<file path="config.mk">
export PLATFORM = sky130hd
export DESIGN_NAME = apr_regs
export DESIGN_NICKNAME = d
export VERILOG_FILES = /design/src/rtl/apr_pkg.sv /design/src/rtl/apr_expansion.sv /design/src/rtl/apr_regs.sv
export SDC_FILE = /design/constraint.sdc
export NUM_CORES = 1
export LEC_CHECK = 0
export BUFFER_PORTS_ARGS = -buffer_cell sky130_fd_sc_hd__buf_2
export CORE_ASPECT_RATIO = 0.5
export CORE_MARGIN = 1
export CORE_UTILIZATION = 58
export DETAILED_ROUTE_END_ITERATION = 8
export PLACE_DENSITY_LB_ADDON = 0.2
export SLEW_MARGIN = 20
export SYNTH_ARGS = -nofsm -noshare
export SYNTH_HDL_FRONTEND = slang
export SYNTH_SLANG_ARGS = --single-unit
</file>
<file path="constraint.sdc">
create_clock -name mclk -period 3 [get_ports mclk]
set_clock_uncertainty 0.15 [all_clocks]
set_input_delay 0.15 -clock mclk [delete_from_list [all_inputs] [get_ports mclk]]
set_output_delay 0.15 -clock mclk [all_outputs]
set_load 0.1 [all_outputs]
</file>
<file path="src/rtl/apr_pkg.sv">
// constants for the auto-negotiation partner and expansion register bank
package apr_pkg;
  // ------------------------------------------------------------------
  // register map
  // ------------------------------------------------------------------
  localparam logic [4:0]  REG_PARTNER     = 5'h05;
  localparam logic [4:0]  REG_EXPANSION   = 5'h06;
  localparam int          REG_W           = 16;
  localparam logic [15:0] PARTNER_RESET   = 16'h0000;
  localparam logic [15:0] PARTNER_MASK    = 16'he3ff;
  localparam logic [15:0] EXPANSION_RESET = 16'h0000;
  localparam logic [15:0] UNMAPPED_VALUE  = 16'h0000;
  // ------------------------------------------------------------------
  // expansion field positions
  // ------------------------------------------------------------------
  localparam int EXP_AN_ABLE    = 0;
  localparam int EXP_PAGE_RX    = 1;
  localparam int EXP_LOCAL_NP   = 2;
  localparam int EXP_PARTNER_NP = 3;
  localparam int EXP_MULTI_LINK = 4;
  // ------------------------------------------------------------------
  // management frame layout
  // ------------------------------------------------------------------
  localparam logic [5:0] PRE_LEN   = 6'h20;
  localparam logic [1:0] OP_READ   = 2'h2;
  localparam logic [3:0] HDR_LAST  = 4'hb;
  localparam logic [3:0] DATA_LAST = 4'hf;
  localparam logic [3:0] CNT_ZERO  = 4'h0;
  localparam logic [3:0] CNT_ONE   = 4'h1;
  // ------------------------------------------------------------------
  // frame states, one-hot
  // ------------------------------------------------------------------
  typedef enum logic [4:0] {
    ST_PRE = 5'h01,
    ST_SOF = 5'h02,
    ST_HDR = 5'h04,
    ST_TA  = 5'h08,
    ST_DAT = 5'h10
  } apr_state_t;
endpackage

</file>
<file path="src/rtl/apr_expansion.sv">
// expansion status register with read-to-clear event flags
`timescale 1ns/1ps
`default_nettype none
module apr_expansion
  import apr_pkg::*;
#(
  parameter int N_STICKY = 2
) (
  // clock and reset
  input  wire logic        mclk,
  input  wire logic        nrst,
  input  wire logic        soft_rst,
  // events from negotiation logic
  input  wire logic        multi_link_evt,
  input  wire logic        page_rx_evt,
  input  wire logic        partner_np_able,
  input  wire logic        local_np_able,
  input  wire logic        partner_an_able,
  // read side
  input  wire logic        rd_clr,
  output logic [15:0]      exp_word
);
  // ------------------------------------------------------------------
  // sticky flags
  // ------------------------------------------------------------------
  logic [N_STICKY-1:0] evt;
  logic [N_STICKY-1:0] flag;
  assign evt = {multi_link_evt, page_rx_evt};

  genvar gi;
  generate
    for (gi = 0; gi < N_STICKY; gi++) begin : g_flag
      logic next_flag;
      // set wins over the read clear so no event is lost
      assign next_flag = evt[gi] | (flag[gi] & ~rd_clr);
      always_ff @(posedge mclk) begin
        if (!nrst || soft_rst) begin
          flag[gi] <= 1'b0;
        end else begin
          flag[gi] <= next_flag;
        end
      end
    end
  endgenerate

  // ------------------------------------------------------------------
  // level bits, registered so the read word comes from flops
  // ------------------------------------------------------------------
  logic [2:0] lvl;
  always_ff @(posedge mclk) begin
    if (!nrst || soft_rst) begin
      lvl <= 3'h0;
    end else begin
      lvl <= {partner_np_able, local_np_able, partner_an_able};
    end
  end

  always_comb begin
    exp_word                 = EXPANSION_RESET;
    exp_word[EXP_MULTI_LINK] = flag[1];
    exp_word[EXP_PARTNER_NP] = lvl[2];
    exp_word[EXP_LOCAL_NP]   = lvl[1];
    exp_word[EXP_PAGE_RX]    = flag[0];
    exp_word[EXP_AN_ABLE]    = lvl[0];
  end
endmodule // apr_expansion
`default_nettype wire

</file>
<file path="src/rtl/apr_regs.sv">
// partner ability and expansion registers behind the management serial port
`timescale 1ns/1ps
`default_nettype none
module apr_regs
  import apr_pkg::*;
(
  // clock and reset
  input  wire logic        mclk,
  input  wire logic        nrst,
  input  wire logic        soft_rst,
  // management serial port
  input  wire logic        mdc,
  input  wire logic        mdio_in,
  output logic             mdio_out,
  output logic             mdio_oe_n,
  input  wire logic [4:0]  phy_addr,
  // negotiation results
  input  wire logic        base_word_valid,
  input  wire logic [15:0] base_word,
  input  wire logic        multi_link_evt,
  input  wire logic        page_rx_evt,
  input  wire logic        partner_np_able,
  input  wire logic        local_np_able,
  input  wire logic        partner_an_able
);
  // ------------------------------------------------------------------
  // serial clock edge
  // ------------------------------------------------------------------
  logic mdc_q;
  logic mdc_rise;
  always_ff @(posedge mclk) begin
    if (!nrst) begin
      mdc_q <= 1'b0;
    end else begin
      mdc_q <= mdc;
    end
  end
  assign mdc_rise = mdc & ~mdc_q;

  // ------------------------------------------------------------------
  // partner ability register
  // ------------------------------------------------------------------
  logic [15:0] partner;
  always_ff @(posedge mclk) begin
    if (!nrst || soft_rst) begin
      partner <= PARTNER_RESET;
    end else if (base_word_valid) begin
      // whole base word kept; reserved 12..10 forced low
      partner <= base_word & PARTNER_MASK;
    end
  end

  // ------------------------------------------------------------------
  // frame engine state
  // ------------------------------------------------------------------
  apr_state_t  state;
  apr_state_t  next_state;
  logic [5:0]  pre_cnt;
  logic [3:0]  bit_cnt;
  logic [11:0] hdr;
  logic [15:0] shadow;
  logic        is_read;
  logic        exp_rd_clr;
  logic [15:0] exp_word;

  // ------------------------------------------------------------------
  // header decode
  // ------------------------------------------------------------------
  wire [11:0] hdr_full  = {hdr[10:0], mdio_in};
  wire        hdr_done  = (state == ST_HDR) && mdc_rise && (bit_cnt == HDR_LAST);
  wire        op_read   = (hdr_full[11:10] == OP_READ);
  wire        addr_hit  = (hdr_full[9:5] == phy_addr);
  wire [4:0]  reg_sel   = hdr_full[4:0];
  wire        rd_take   = hdr_done && op_read && addr_hit;
  wire        sel_part  = (reg_sel == REG_PARTNER);
  wire        sel_exp   = (reg_sel == REG_EXPANSION);
  wire [15:0] rd_value;

  // address decoding
  assign rd_value = sel_part ? partner :
                    sel_exp  ? exp_word : UNMAPPED_VALUE;
  // read of the expansion register clears its event flags
  assign exp_rd_clr = rd_take && sel_exp;

  // ------------------------------------------------------------------
  // frame state machine, advanced on each serial clock rise
  // ------------------------------------------------------------------
  always_comb begin
    next_state = state;
    if (mdc_rise) begin
      case (state)
        ST_PRE: begin
          if (!mdio_in && pre_cnt == PRE_LEN) begin
            next_state = ST_SOF;
          end
        end
        ST_SOF: begin
          next_state = mdio_in ? ST_HDR : ST_PRE;
        end
        ST_HDR: begin
          if (bit_cnt == HDR_LAST) begin
            next_state = ST_TA;
          end
        end
        ST_TA: begin
          if (bit_cnt == CNT_ONE) begin
            next_state = ST_DAT;
          end
        end
        ST_DAT: begin
          if (bit_cnt == DATA_LAST) begin
            next_state = ST_PRE;
          end
        end
        default: next_state = ST_PRE;
      endcase
    end
  end

  always_ff @(posedge mclk) begin
    if (!nrst) begin
      state <= ST_PRE;
    end else begin
      state <= next_state;
    end
  end

  // preamble: 32 ones needed before each start; a zero early restarts it
  always_ff @(posedge mclk) begin
    if (!nrst) begin
      pre_cnt <= 6'h00;
    end else if (mdc_rise) begin
      if (state != ST_PRE || !mdio_in) begin
        pre_cnt <= 6'h00;
      end else if (pre_cnt != PRE_LEN) begin
        pre_cnt <= pre_cnt + 6'h01;
      end
    end
  end

  // bit counter and header shift
  always_ff @(posedge mclk) begin
    if (!nrst) begin
      bit_cnt <= CNT_ZERO;
      hdr     <= 12'h000;
    end else if (mdc_rise) begin
      if (state != next_state) begin
        bit_cnt <= CNT_ZERO;
      end else begin
        bit_cnt <= bit_cnt + CNT_ONE;
      end
      if (state == ST_HDR) begin
        hdr <= hdr_full;
      end
    end
  end

  // ------------------------------------------------------------------
  // read data path: value captured at end of header, shifted msb first
  // ------------------------------------------------------------------
  always_ff @(posedge mclk) begin
    if (!nrst) begin
      is_read   <= 1'b0;
      shadow    <= 16'h0000;
      mdio_out  <= 1'b1;
      mdio_oe_n <= 1'b1;
    end else if (mdc_rise) begin
      if (hdr_done) begin
        // snapshot so a flag set mid-frame is seen next read, not lost
        is_read <= rd_take;
        shadow  <= rd_value;
      end else if (state == ST_TA && is_read && bit_cnt == CNT_ZERO) begin
        // first turnaround bit left to float, second driven low
        mdio_oe_n <= 1'b0;
        mdio_out  <= 1'b0;
      end else if (state == ST_TA && is_read) begin
        mdio_out <= shadow[15];
        shadow   <= {shadow[14:0], 1'b0};
      end else if (state == ST_DAT && is_read && bit_cnt != DATA_LAST) begin
        mdio_out <= shadow[15];
        shadow   <= {shadow[14:0], 1'b0};
      end else if (state == ST_DAT) begin
        // writes are accepted in form only; all bits here are read-only
        is_read   <= 1'b0;
        mdio_oe_n <= 1'b1;
        mdio_out  <= 1'b1;
      end
    end
  end

  // ------------------------------------------------------------------
  // expansion register
  // ------------------------------------------------------------------
  apr_expansion #(
    .N_STICKY (2)
  ) u_exp (
    .mclk            (mclk),
    .nrst            (nrst),
    .soft_rst        (soft_rst),
    .multi_link_evt  (multi_link_evt),
    .page_rx_evt     (page_rx_evt),
    .partner_np_able (partner_np_able),
    .local_np_able   (local_np_able),
    .partner_an_able (partner_an_able),
    .rd_clr          (exp_rd_clr),
    .exp_word        (exp_word)
  );
endmodule // apr_regs
`default_nettype wire

</file>
* Word level (Yosys, flattened, before mapping)
Cells that the tools add are included.
Widths: inputs -> output; s select.
** Operators by class
- $add $sub $neg :: 2
- Equality and inequality tests :: 22
- Multiplexer cells :: 28
- Bitwise operators :: 8
- Reduce and logical (&&, ||, !) cells :: 26
** Operator list (count)
- $mux 16 :: 5
- $mux 5 :: 6
- $pmux 5 s5 :: 1
- $eq 5x3->1 const B :: 3
- $mux 1 :: 12
- $mux 6 :: 2
- $logic_and 1x1->1 :: 10
- $reduce_and 5->1 :: 2
- $eq 4x4->1 const B :: 2
- $ne 2x2->1 const B :: 4
- $add 6x1->6 const B :: 1
- $eq 6x6->1 const B :: 1
- $ne 6x6->1 const B :: 1
- $reduce_and 3->1 :: 2
- $reduce_bool 2->1 :: 3
- $eq 5x1->1 const B :: 1
- $eq 5x2->1 const B :: 1
- $eq 5x4->1 const B :: 1
- $eq 5x5->1 :: 1
- $eq 5x5->1 const B :: 1
- $ne 5x1->1 const B :: 1
- $ne 5x5->1 :: 1
- $add 4x1->4 const B :: 1
- $eq 4x1->1 const B :: 1
- other kinds (14) :: 22
** Storage, ports and cells
- Register bits after elaboration :: 64
- Input bits :: 32
- Output and inout bits :: 2

* Longest topological paths before layout
Gate-level depths: netlist of the first run.
- Depth after elaboration :: 10
- Depth in mapped cells :: 8
- Gate-level depth less buffers :: 7

* Hierarchy
A second synthesis of the first run with hierarchy kept.
** Second synthesis, totals
- Cell total of the unflattened synthesis :: 365
- Area total of the unflattened synthesis :: 3258.1 um^2
** Modules (own cells, without submodules)
- apr_regs :: instances 1, cells each 340, area an instance 3011.6 um^2, seq. area each 1181.1 um^2
- apr_expansion :: instances 1, cells each 25, area an instance 246.5 um^2, seq. area each 100.1 um^2

* Worst setup path before layout of the first run
Ideal clock, no wire load.
- Path type :: reg2reg
- From :: reg state[1]
- To :: reg shadow[14]
- Arrival :: 1.859 ns
- Path slack :: 0.875 ns
- Stages on the path, launching flop included :: 9
- Clock period less this slack :: 2.125 ns
- Cells stage by stage :: dfxtp_1 buf_2 or3_4 or4_4 buf_6 o211ai_4 buf_4 nand3_1 o211a_1
** On the way
- Cells in the longest elaborated chain, start to end :: 5
- Elaborated cells between the ends (all ways) :: 15
- Those cells by class :: 4 x eq/ne; 3 x mux; 8 x reduce/logical
** RTL lines
- from (decl) :: RTL line apr_regs.sv:56 : apr_state_t state;
- from (signal assigned) :: RTL line apr_regs.sv:124 : state <= next_state;
- $eq 5x3->1 (tied with other cells) :: RTL line apr_regs.sv:70 : wire hdr_done = (state == ST_HDR) && mdc_rise && (bit_cnt == HDR_LAST);
- $logic_and 1x1->1, on equally long branches
- $logic_and 1x1->1 (tied with other cells) :: RTL line apr_regs.sv:70
- $ne 2x2->1 (no line) (tied with other cells)
- $reduce_and 3->1 (no line) / $mux 16 (equally long branches)
- to (signal assigned) :: RTL line apr_regs.sv:171 : shadow <= rd_value;
- to (signal assigned) :: RTL line apr_regs.sv:178 : shadow <= {shadow[14:0], 1'b0};
- to (signal assigned) :: RTL line apr_regs.sv:181 : shadow <= {shadow[14:0], 1'b0};
- to (decl) :: RTL line apr_regs.sv:61 : logic [15:0] shadow;
Parallel ways exist; a longest one is shown, timed or not. The select of a mux whose other input is x is not followed.
A chain may end at the register's enable or synchronous reset.

* Final worst setup path of the first run
- From :: reg bit_cnt[0]
- To :: reg shadow[13]
** On the way
- Cells in the longest elaborated chain, start to end :: 4
- Elaborated cells between the ends (all ways) :: 10
- Those cells by class :: 3 x eq/ne; 1 x mux; 6 x reduce/logical
** RTL lines
- from (decl) :: RTL line apr_regs.sv:59 : logic [3:0] bit_cnt;
- from (signal assigned) :: RTL line apr_regs.sv:150 : bit_cnt <= bit_cnt + CNT_ONE;
- $eq 4x4->1 (tied with other cells) :: RTL line apr_regs.sv:70
- $logic_and 1x1->1, on equally long branches :: RTL line apr_regs.sv:70, apr_regs.sv:172, apr_regs.sv:179
- $ne 2x2->1 (no line) / $reduce_bool 3->1 (equally long branches)
- $reduce_and 3->1 (no line)
Parallel ways exist; a longest one is shown, timed or not.

==> results of run 1 <==
worst reg2reg max path, cell delays in order (launching register included):
cell	delay (ps)
dfxtp_1	410
ha_1	240
nand3b_1	200
or4_4	710
o211ai_4	360
nand3_1	200
o211a_1	190
sequential cells by signal, indices dropped and copies added, names as in the netlist:
| signal | cells |
|---|---|
| bit_cnt | 4 |
| hdr | 11 |
| is_read | 1 |
| mdc_q | 1 |
| mdio_oe_n | 1 |
| mdio_out | 1 |
| partner | 13 |
| pre_cnt | 6 |
| shadow | 16 |
| state | 5 |
| u_exp.exp_word | 2 |
| u_exp.lvl | 3 |
power by group:
group	total (mW)	switching [mW]	leakage [nW]	internal, mW
registers	0.873	0.0102	0.518	0.863
clock network	0.755	0.364	0.0964	0.392
logic	0.131	0.0658	0.948	0.0649
through the flow:
| stage | setup WS (ps) | std cells |
|---|---|---|
| 3_5_place_dp | 522 | 421 |
| 3_3_place_gp | 607 | 421 |
| 5_1_grt | 299 | 458 |
| 2_1_floorplan | 875 | 337 |
| 4_1_cts | 492 | 458 |
| 6_report | 441 | 458 |
Yosys cell counts (all sizes together) (3+ instances only):
| cell type | instances | share of area (%) |
|---|---|---|
| nor4 | 4 | 1.0 |
| ha | 5 | 2.1 |
| nor3 | 3 | 0.49 |
| inv | 10 | 1.2 |
| nand2b | 10 | 2.1 |
| o211a | 8 | 2.6 |
| nor3b | 6 | 1.5 |
| nand3 | 28 | 4.6 |
| o21ai | 9 | 1.5 |
| a21oi | 5 | 0.82 |
| a221o | 4 | 1.3 |
| o211ai | 9 | 2.7 |
| nand2 | 26 | 3.2 |
| buf | 11 | 2.4 |
| nor2b | 14 | 2.9 |
| a22oi | 3 | 0.74 |
| clkbuf | 12 | 1.5 |
| nor2 | 31 | 3.8 |
| dfxtp | 64 | 42 |
| mux2i | 24 | 7.9 |
| xor2 | 11 | 3.2 |
| nand4 | 6 | 1.2 |
| a21boi | 9 | 2.2 |
final cells by class:
class	count	area share, %
multi-input cells	240	44.2
inverters	10	1.04
clock buffers	9	3.42
clock inverters	7	2.21
repair buffers	58	11.4
flip-flops and latches	64	35.4
well taps	70	2.42
how the worst min path moves through the flow:
stage                               start                end
final                     base_word_valid         partner[3]
after global routing      base_word_valid        partner[14]
after CTS                 base_word_valid         partner[4]
after detailed placement   multi_link_evt  u_exp.exp_word[4]
after global placement        page_rx_evt  u_exp.exp_word[1]
after floorplan           partner_an_able       u_exp.lvl[0]
kinds of logic (layout without fill, tap and decap cells):
logic type / Yosys count / count (layout) / share of synthesized area (%)
muxes: 24 / 24 / 7.91
DFF: 64 / 64 / 42.2
xor gates and xnor gates: 12 / 12 / 3.46
and+or+nand+nor: 142 / 142 / 24.6
adders and majority gates: 5 / 5 / 2.06
buffers and inverters: 33 / 84 / 5.15
AOI/OAI and AO/OA: 57 / 57 / 14.7
routing by layer:
layer,track usage [%],vias to the layer above,part of all wire [%]
li1,-,1283,-
met1,31.8,1207,46
met2,43.7,60,47
met3,8.37,12,5.5
met4,10.5,0,1.4
met5,0,-,0
==> flow_metrics.env, run 1 <==
export IMPL_grt_pass1_vias=2309
export IMPL_ir_worst_vdd_mv=0.395
export IMPL_setup_tns_ps=0
export IMPL_cts_made_buffers=9
export IMPL_timing_rr_start="bit_cnt[0]"
export IMPL_critical_path_arrival_ps=2650
export IMPL_utilization_pct=72.8
export IMPL_drtIter0Drc=84
export IMPL_hold_depth=3
export IMPL_leakage_nw=1.56
export IMPL_start_kind="register"
export IMPL_reg2regPathDepth=6
export IMPL_hold_class="in2reg"
export IMPL_timing_hold_ws_ps=151
export IMPL_rows=18
export IMPL_core_area_mm2=0.00498
export IMPL_multi_input_area_mm2=0.00160
export IMPL_grt_pass1_wl_um=11000
export IMPL_synth_edf_count=0
export IMPL_diodes=0
export IMPL_max_freq_ghz=0.391
export IMPL_area_growth_pct=19.3
export IMPL_synth_ff_type="dfxtp_1"
export IMPL_fill_cells=374
export IMPL_async_flop_share_pct=0
export IMPL_cp_endpoint="shadow[13]"
export IMPL_period_share_pct=85.3
export IMPL_drt_wirelength_per_cell_um=14.4
export IMPL_cts_tree="yes"
export IMPL_path_max_fanout=31
export IMPL_cts_buffer_depth=2
export IMPL_seq_area_mm2=0.00128
export IMPL_num_vias=2562
export IMPL_drive_gt1_share_pct=15.7
export IMPL_h_tree_depth=3
export IMPL_crit_required_ps=3090
export IMPL_fp_dieW_um=104
export IMPL_slew_headroom_pct=50.6
export IMPL_dpl_instance_area_mm2=0.00321
export IMPL_synth_nets=374
export IMPL_cp_end_kind="register"
export IMPL_grt_overflow_total=0
export IMPL_status="complete, no violations"
export IMPL_crit_type="reg2reg"
export IMPL_post_dp_hpwl_um=4230
export IMPL_cts_root_buffer="clkbuf_8"
export IMPL_syn_area_per_cell_um2=9.01
export IMPL_total_power_mw=1.76
export IMPL_hold_violations=0
export IMPL_wl_um=6590
export IMPL_cpPeakStageDelay_ps=710
export IMPL_layout_common_cells="dfxtp_1, nor2_1, buf_2"
export IMPL_crit_slowest_cell="or4_4"
export IMPL_gp_congestion=0.881
export IMPL_path_delay_family="simple AND/OR/NAND/NOR gates"
export IMPL_final_nets=420
export IMPL_timing_rr_end="shadow[13]"
export IMPL_period_needed_ps=2560
export IMPL_viasPerCell=5.59
export IMPL_final_common_cell="dfxtp_1"
export IMPL_critPathBufInv=0
export IMPL_rrSetupSlack_ps=440
export IMPL_antenna_found_initial=0
export IMPL_setup_viol=0
export IMPL_cts_resized=0
export IMPL_ant_nets=0
export IMPL_maxSlewViolCount=0
export IMPL_cts_sinks=64
export IMPL_syn_inst=337
export IMPL_synth_cell_types=51
export IMPL_syn_cell_area_mm2=0.00304
export IMPL_max_cap_violations=0
export IMPL_postCtsHoldBufs=21
export IMPL_die_h_um=53.2
export IMPL_dieArea_mm2=0.00555
export IMPL_p_per_area_mw_per_mm2=485
export IMPL_yosys_warnings=0
export IMPL_start_util_pct=61.0
export IMPL_worstSetupStartpoint="bit_cnt[0]"
export IMPL_synth_ff_latch_count=64
export IMPL_path_clk_slew_ps=80
export IMPL_post_route_cell_area_mm2=0.00362
export IMPL_route_detailed_drc=0
export IMPL_path_cells="ha_1 > nand3b_1 > or4_4 > o211ai_4 > nand3_1 > o211a_1"
export IMPL_ys_seq_area_share_pct=42.2
export IMPL_cp_num_cells=6
export IMPL_ioPinCount=34
export IMPL_worstMarginPinSlew_ps=735
export IMPL_clk_latency_ps=350
export IMPL_dr_pass1_iters=4
export IMPL_rsz0062_at_grt="false"
export IMPL_grt_max_degree=32
export IMPL_port_buffers=30
export IMPL_postCtsSetupBuffers=0
export IMPL_grt_usage_pct=26.1
Power figures use the tool's default switching activity.
==> run 2, diff against run 1 <==
RECOVER_POWER = 100   (was default)
==> run 2 against run 1 <==
Net effect:
- register-to-register slack barely moved
- clock-buffer cell count did not move
- first-iteration DRC count rose by 3.6%
- sequential share of layout area rose by 0.11 points
- clock power barely moved
- critical path type unchanged
- critical endpoint unchanged
==> flow_metrics.env, run 2 (same netlist as run 1, synthesis figures left out) <==
export IMPL_final_nets=420
export IMPL_antenna_found_initial=0
export IMPL_crit_required_ps=3080
export IMPL_dp_cells=421
export IMPL_grt_pass1_vias=2309
export IMPL_grt_pass1_wl_um=11000
export IMPL_drive_gt1_share_pct=14.4
export IMPL_fp_dieW_um=104
export IMPL_route_detailed_drc=0
export IMPL_start_kind="register"
export IMPL_timing_rr_end="shadow[13]"
export IMPL_grt_usage_pct=26.1
export IMPL_max_cap_violations=0
export IMPL_timing_hold_ws_ps=151
export IMPL_critical_path_arrival_ps=2640
export IMPL_port_buffers=30
export IMPL_post_dp_hpwl_um=4230
export IMPL_largestRegisters="shadow (16), partner (13), hdr (11)"
export IMPL_start_util_pct=61.0
export IMPL_finalNonFillerCells=458
export IMPL_timing_rr_start="bit_cnt[0]"
export IMPL_cts_buffer_depth=2
export IMPL_clk_latency_ps=350
export IMPL_setup_tns_ps=0
export IMPL_path_cells="ha_1 > nand3b_1 > or4_4 > o211ai_4 > nand3_1 > o211a_1"
export IMPL_diodes=0
export IMPL_utilization_pct=72.6
export IMPL_drt_wirelength_per_cell_um=14.5
export IMPL_top_register="shadow"
export IMPL_layout_common_cells="dfxtp_1, nor2_1, nand3_1"
export IMPL_total_power_mw=1.76
export IMPL_ant_nets=0
export IMPL_drtIter0Drc=87
export IMPL_cts_made_buffers=9
export IMPL_cts_tree="yes"
export IMPL_ioPinCount=34
export IMPL_setup_viol=0
export IMPL_die_h_um=53.2
export IMPL_leakage_nw=1.55
export IMPL_slew_headroom_pct=22.9
export IMPL_cts_root_buffer="clkbuf_8"
export IMPL_status="complete, no violations"
export IMPL_path_max_fanout=31
export IMPL_reg2regPathDepth=6
export IMPL_cpPeakStageDelay_ps=710
export IMPL_min_to="partner[2]"
export IMPL_min_from="base_word_valid"
export IMPL_p_per_area_mw_per_mm2=487
export IMPL_grt_max_degree=32
export IMPL_hold_depth=3
export IMPL_final_common_cell="dfxtp_1"
export IMPL_period_needed_ps=2550
export IMPL_num_vias=2584
export IMPL_path_clk_slew_ps=80
export IMPL_hold_violations=0
export IMPL_dr_pass1_iters=4
export IMPL_viasPerCell=5.64
export IMPL_hold_class="in2reg"
export IMPL_cp_end_kind="register"
export IMPL_rrSetupSlack_ps=450
export IMPL_maxSlewViolCount=0
export IMPL_rsz0062_at_grt="false"
export IMPL_wl_um=6630
export IMPL_max_freq_ghz=0.391
export IMPL_core_area_mm2=0.00498
export IMPL_cts_sinks=64
export IMPL_crit_type="reg2reg"
export IMPL_crit_slowest_cell="or4_4"
export IMPL_period_share_pct=85.2
export IMPL_largest_reg_flops=16
export IMPL_ir_worst_vdd_mv=0.394
export IMPL_grt_overflow_total=0
export IMPL_worstMarginPinSlew_ps=1160
export IMPL_area_growth_pct=18.9
export IMPL_h_tree_depth=3
export IMPL_dieArea_mm2=0.00555
export IMPL_rows=18
export IMPL_cts_resized=0
export IMPL_gp_congestion=0.881
==> run 2: worst max-delay path: cells and delay by family, from the launching register on <==
| kind | cells | cell delay [ps] |
|---|---|---|
| AND/OR/NAND/NOR | 3 | 1110 |
| adder cells (fa/ha/maj) | 1 | 230 |
| AO/OA/AOI/OAI | 2 | 540 |
| flip-flops | 1 | 410 |
==> run 2: per-stage QoR <==
step                      cell area, um2  worst slack (ps)
after CTS                           3620               492
after detailed placement            3210               522
after floorplan                     3040               875
after global placement              3210               607
final                               3610               445
after global routing                3610               264
==> run 2: how the worst max path moves through the flow <==
stage	slack [ps]	from	depth (start not counted)	end
2_1_floorplan	880	state[1]	8	shadow[14]
3_3_place_gp	610	bit_cnt[0]	6	shadow[9]
3_5_place_dp	520	bit_cnt[0]	6	shadow[4]
4_1_cts	490	bit_cnt[0]	6	shadow[4]
5_1_grt	260	bit_cnt[0]	6	shadow[4]
6_report	450	bit_cnt[0]	6	shadow[13]
==> run 2: metal layers <==
metal  part of all wire (%)  routed length, um  global-route usage, %  vias up
li1                       -                  -                      -     1283
met1                     46               3080                   31.8     1228
met2                     47               3130                   43.7       60
met3                    4.7                313                   8.37       13
met4                    1.5                 99                   10.5        0
met5                      0                  0                      0        -
==> run 2: what timing repair did <==
| action | in CTS | in global routing |
|---|---|---|
| endpoints found under the setup margin | 0 | 0 |
| hold buffers | 21 | 0 |
| hold endpoints to repair | 22 | 0 |
| setup buffers | 0 | 0 |
==> run 2: where the power goes <==
part	switching, mW	internal [mW]	total (mW)
clock network	0.363	0.391	0.755
logic	0.0664	0.0636	0.130
registers	0.0102	0.863	0.873
==> run 2: cell type report <==
cell class / count / area [um2]
clock buffer: 9 / 124
sequential: 64 / 1280
timing repair buffer: 58 / 402
inverter: 10 / 37.5
tap: 70 / 87.6
fill: 376 / 1370
multi-input combinational: 240 / 1600
clock inverter: 7 / 80.1
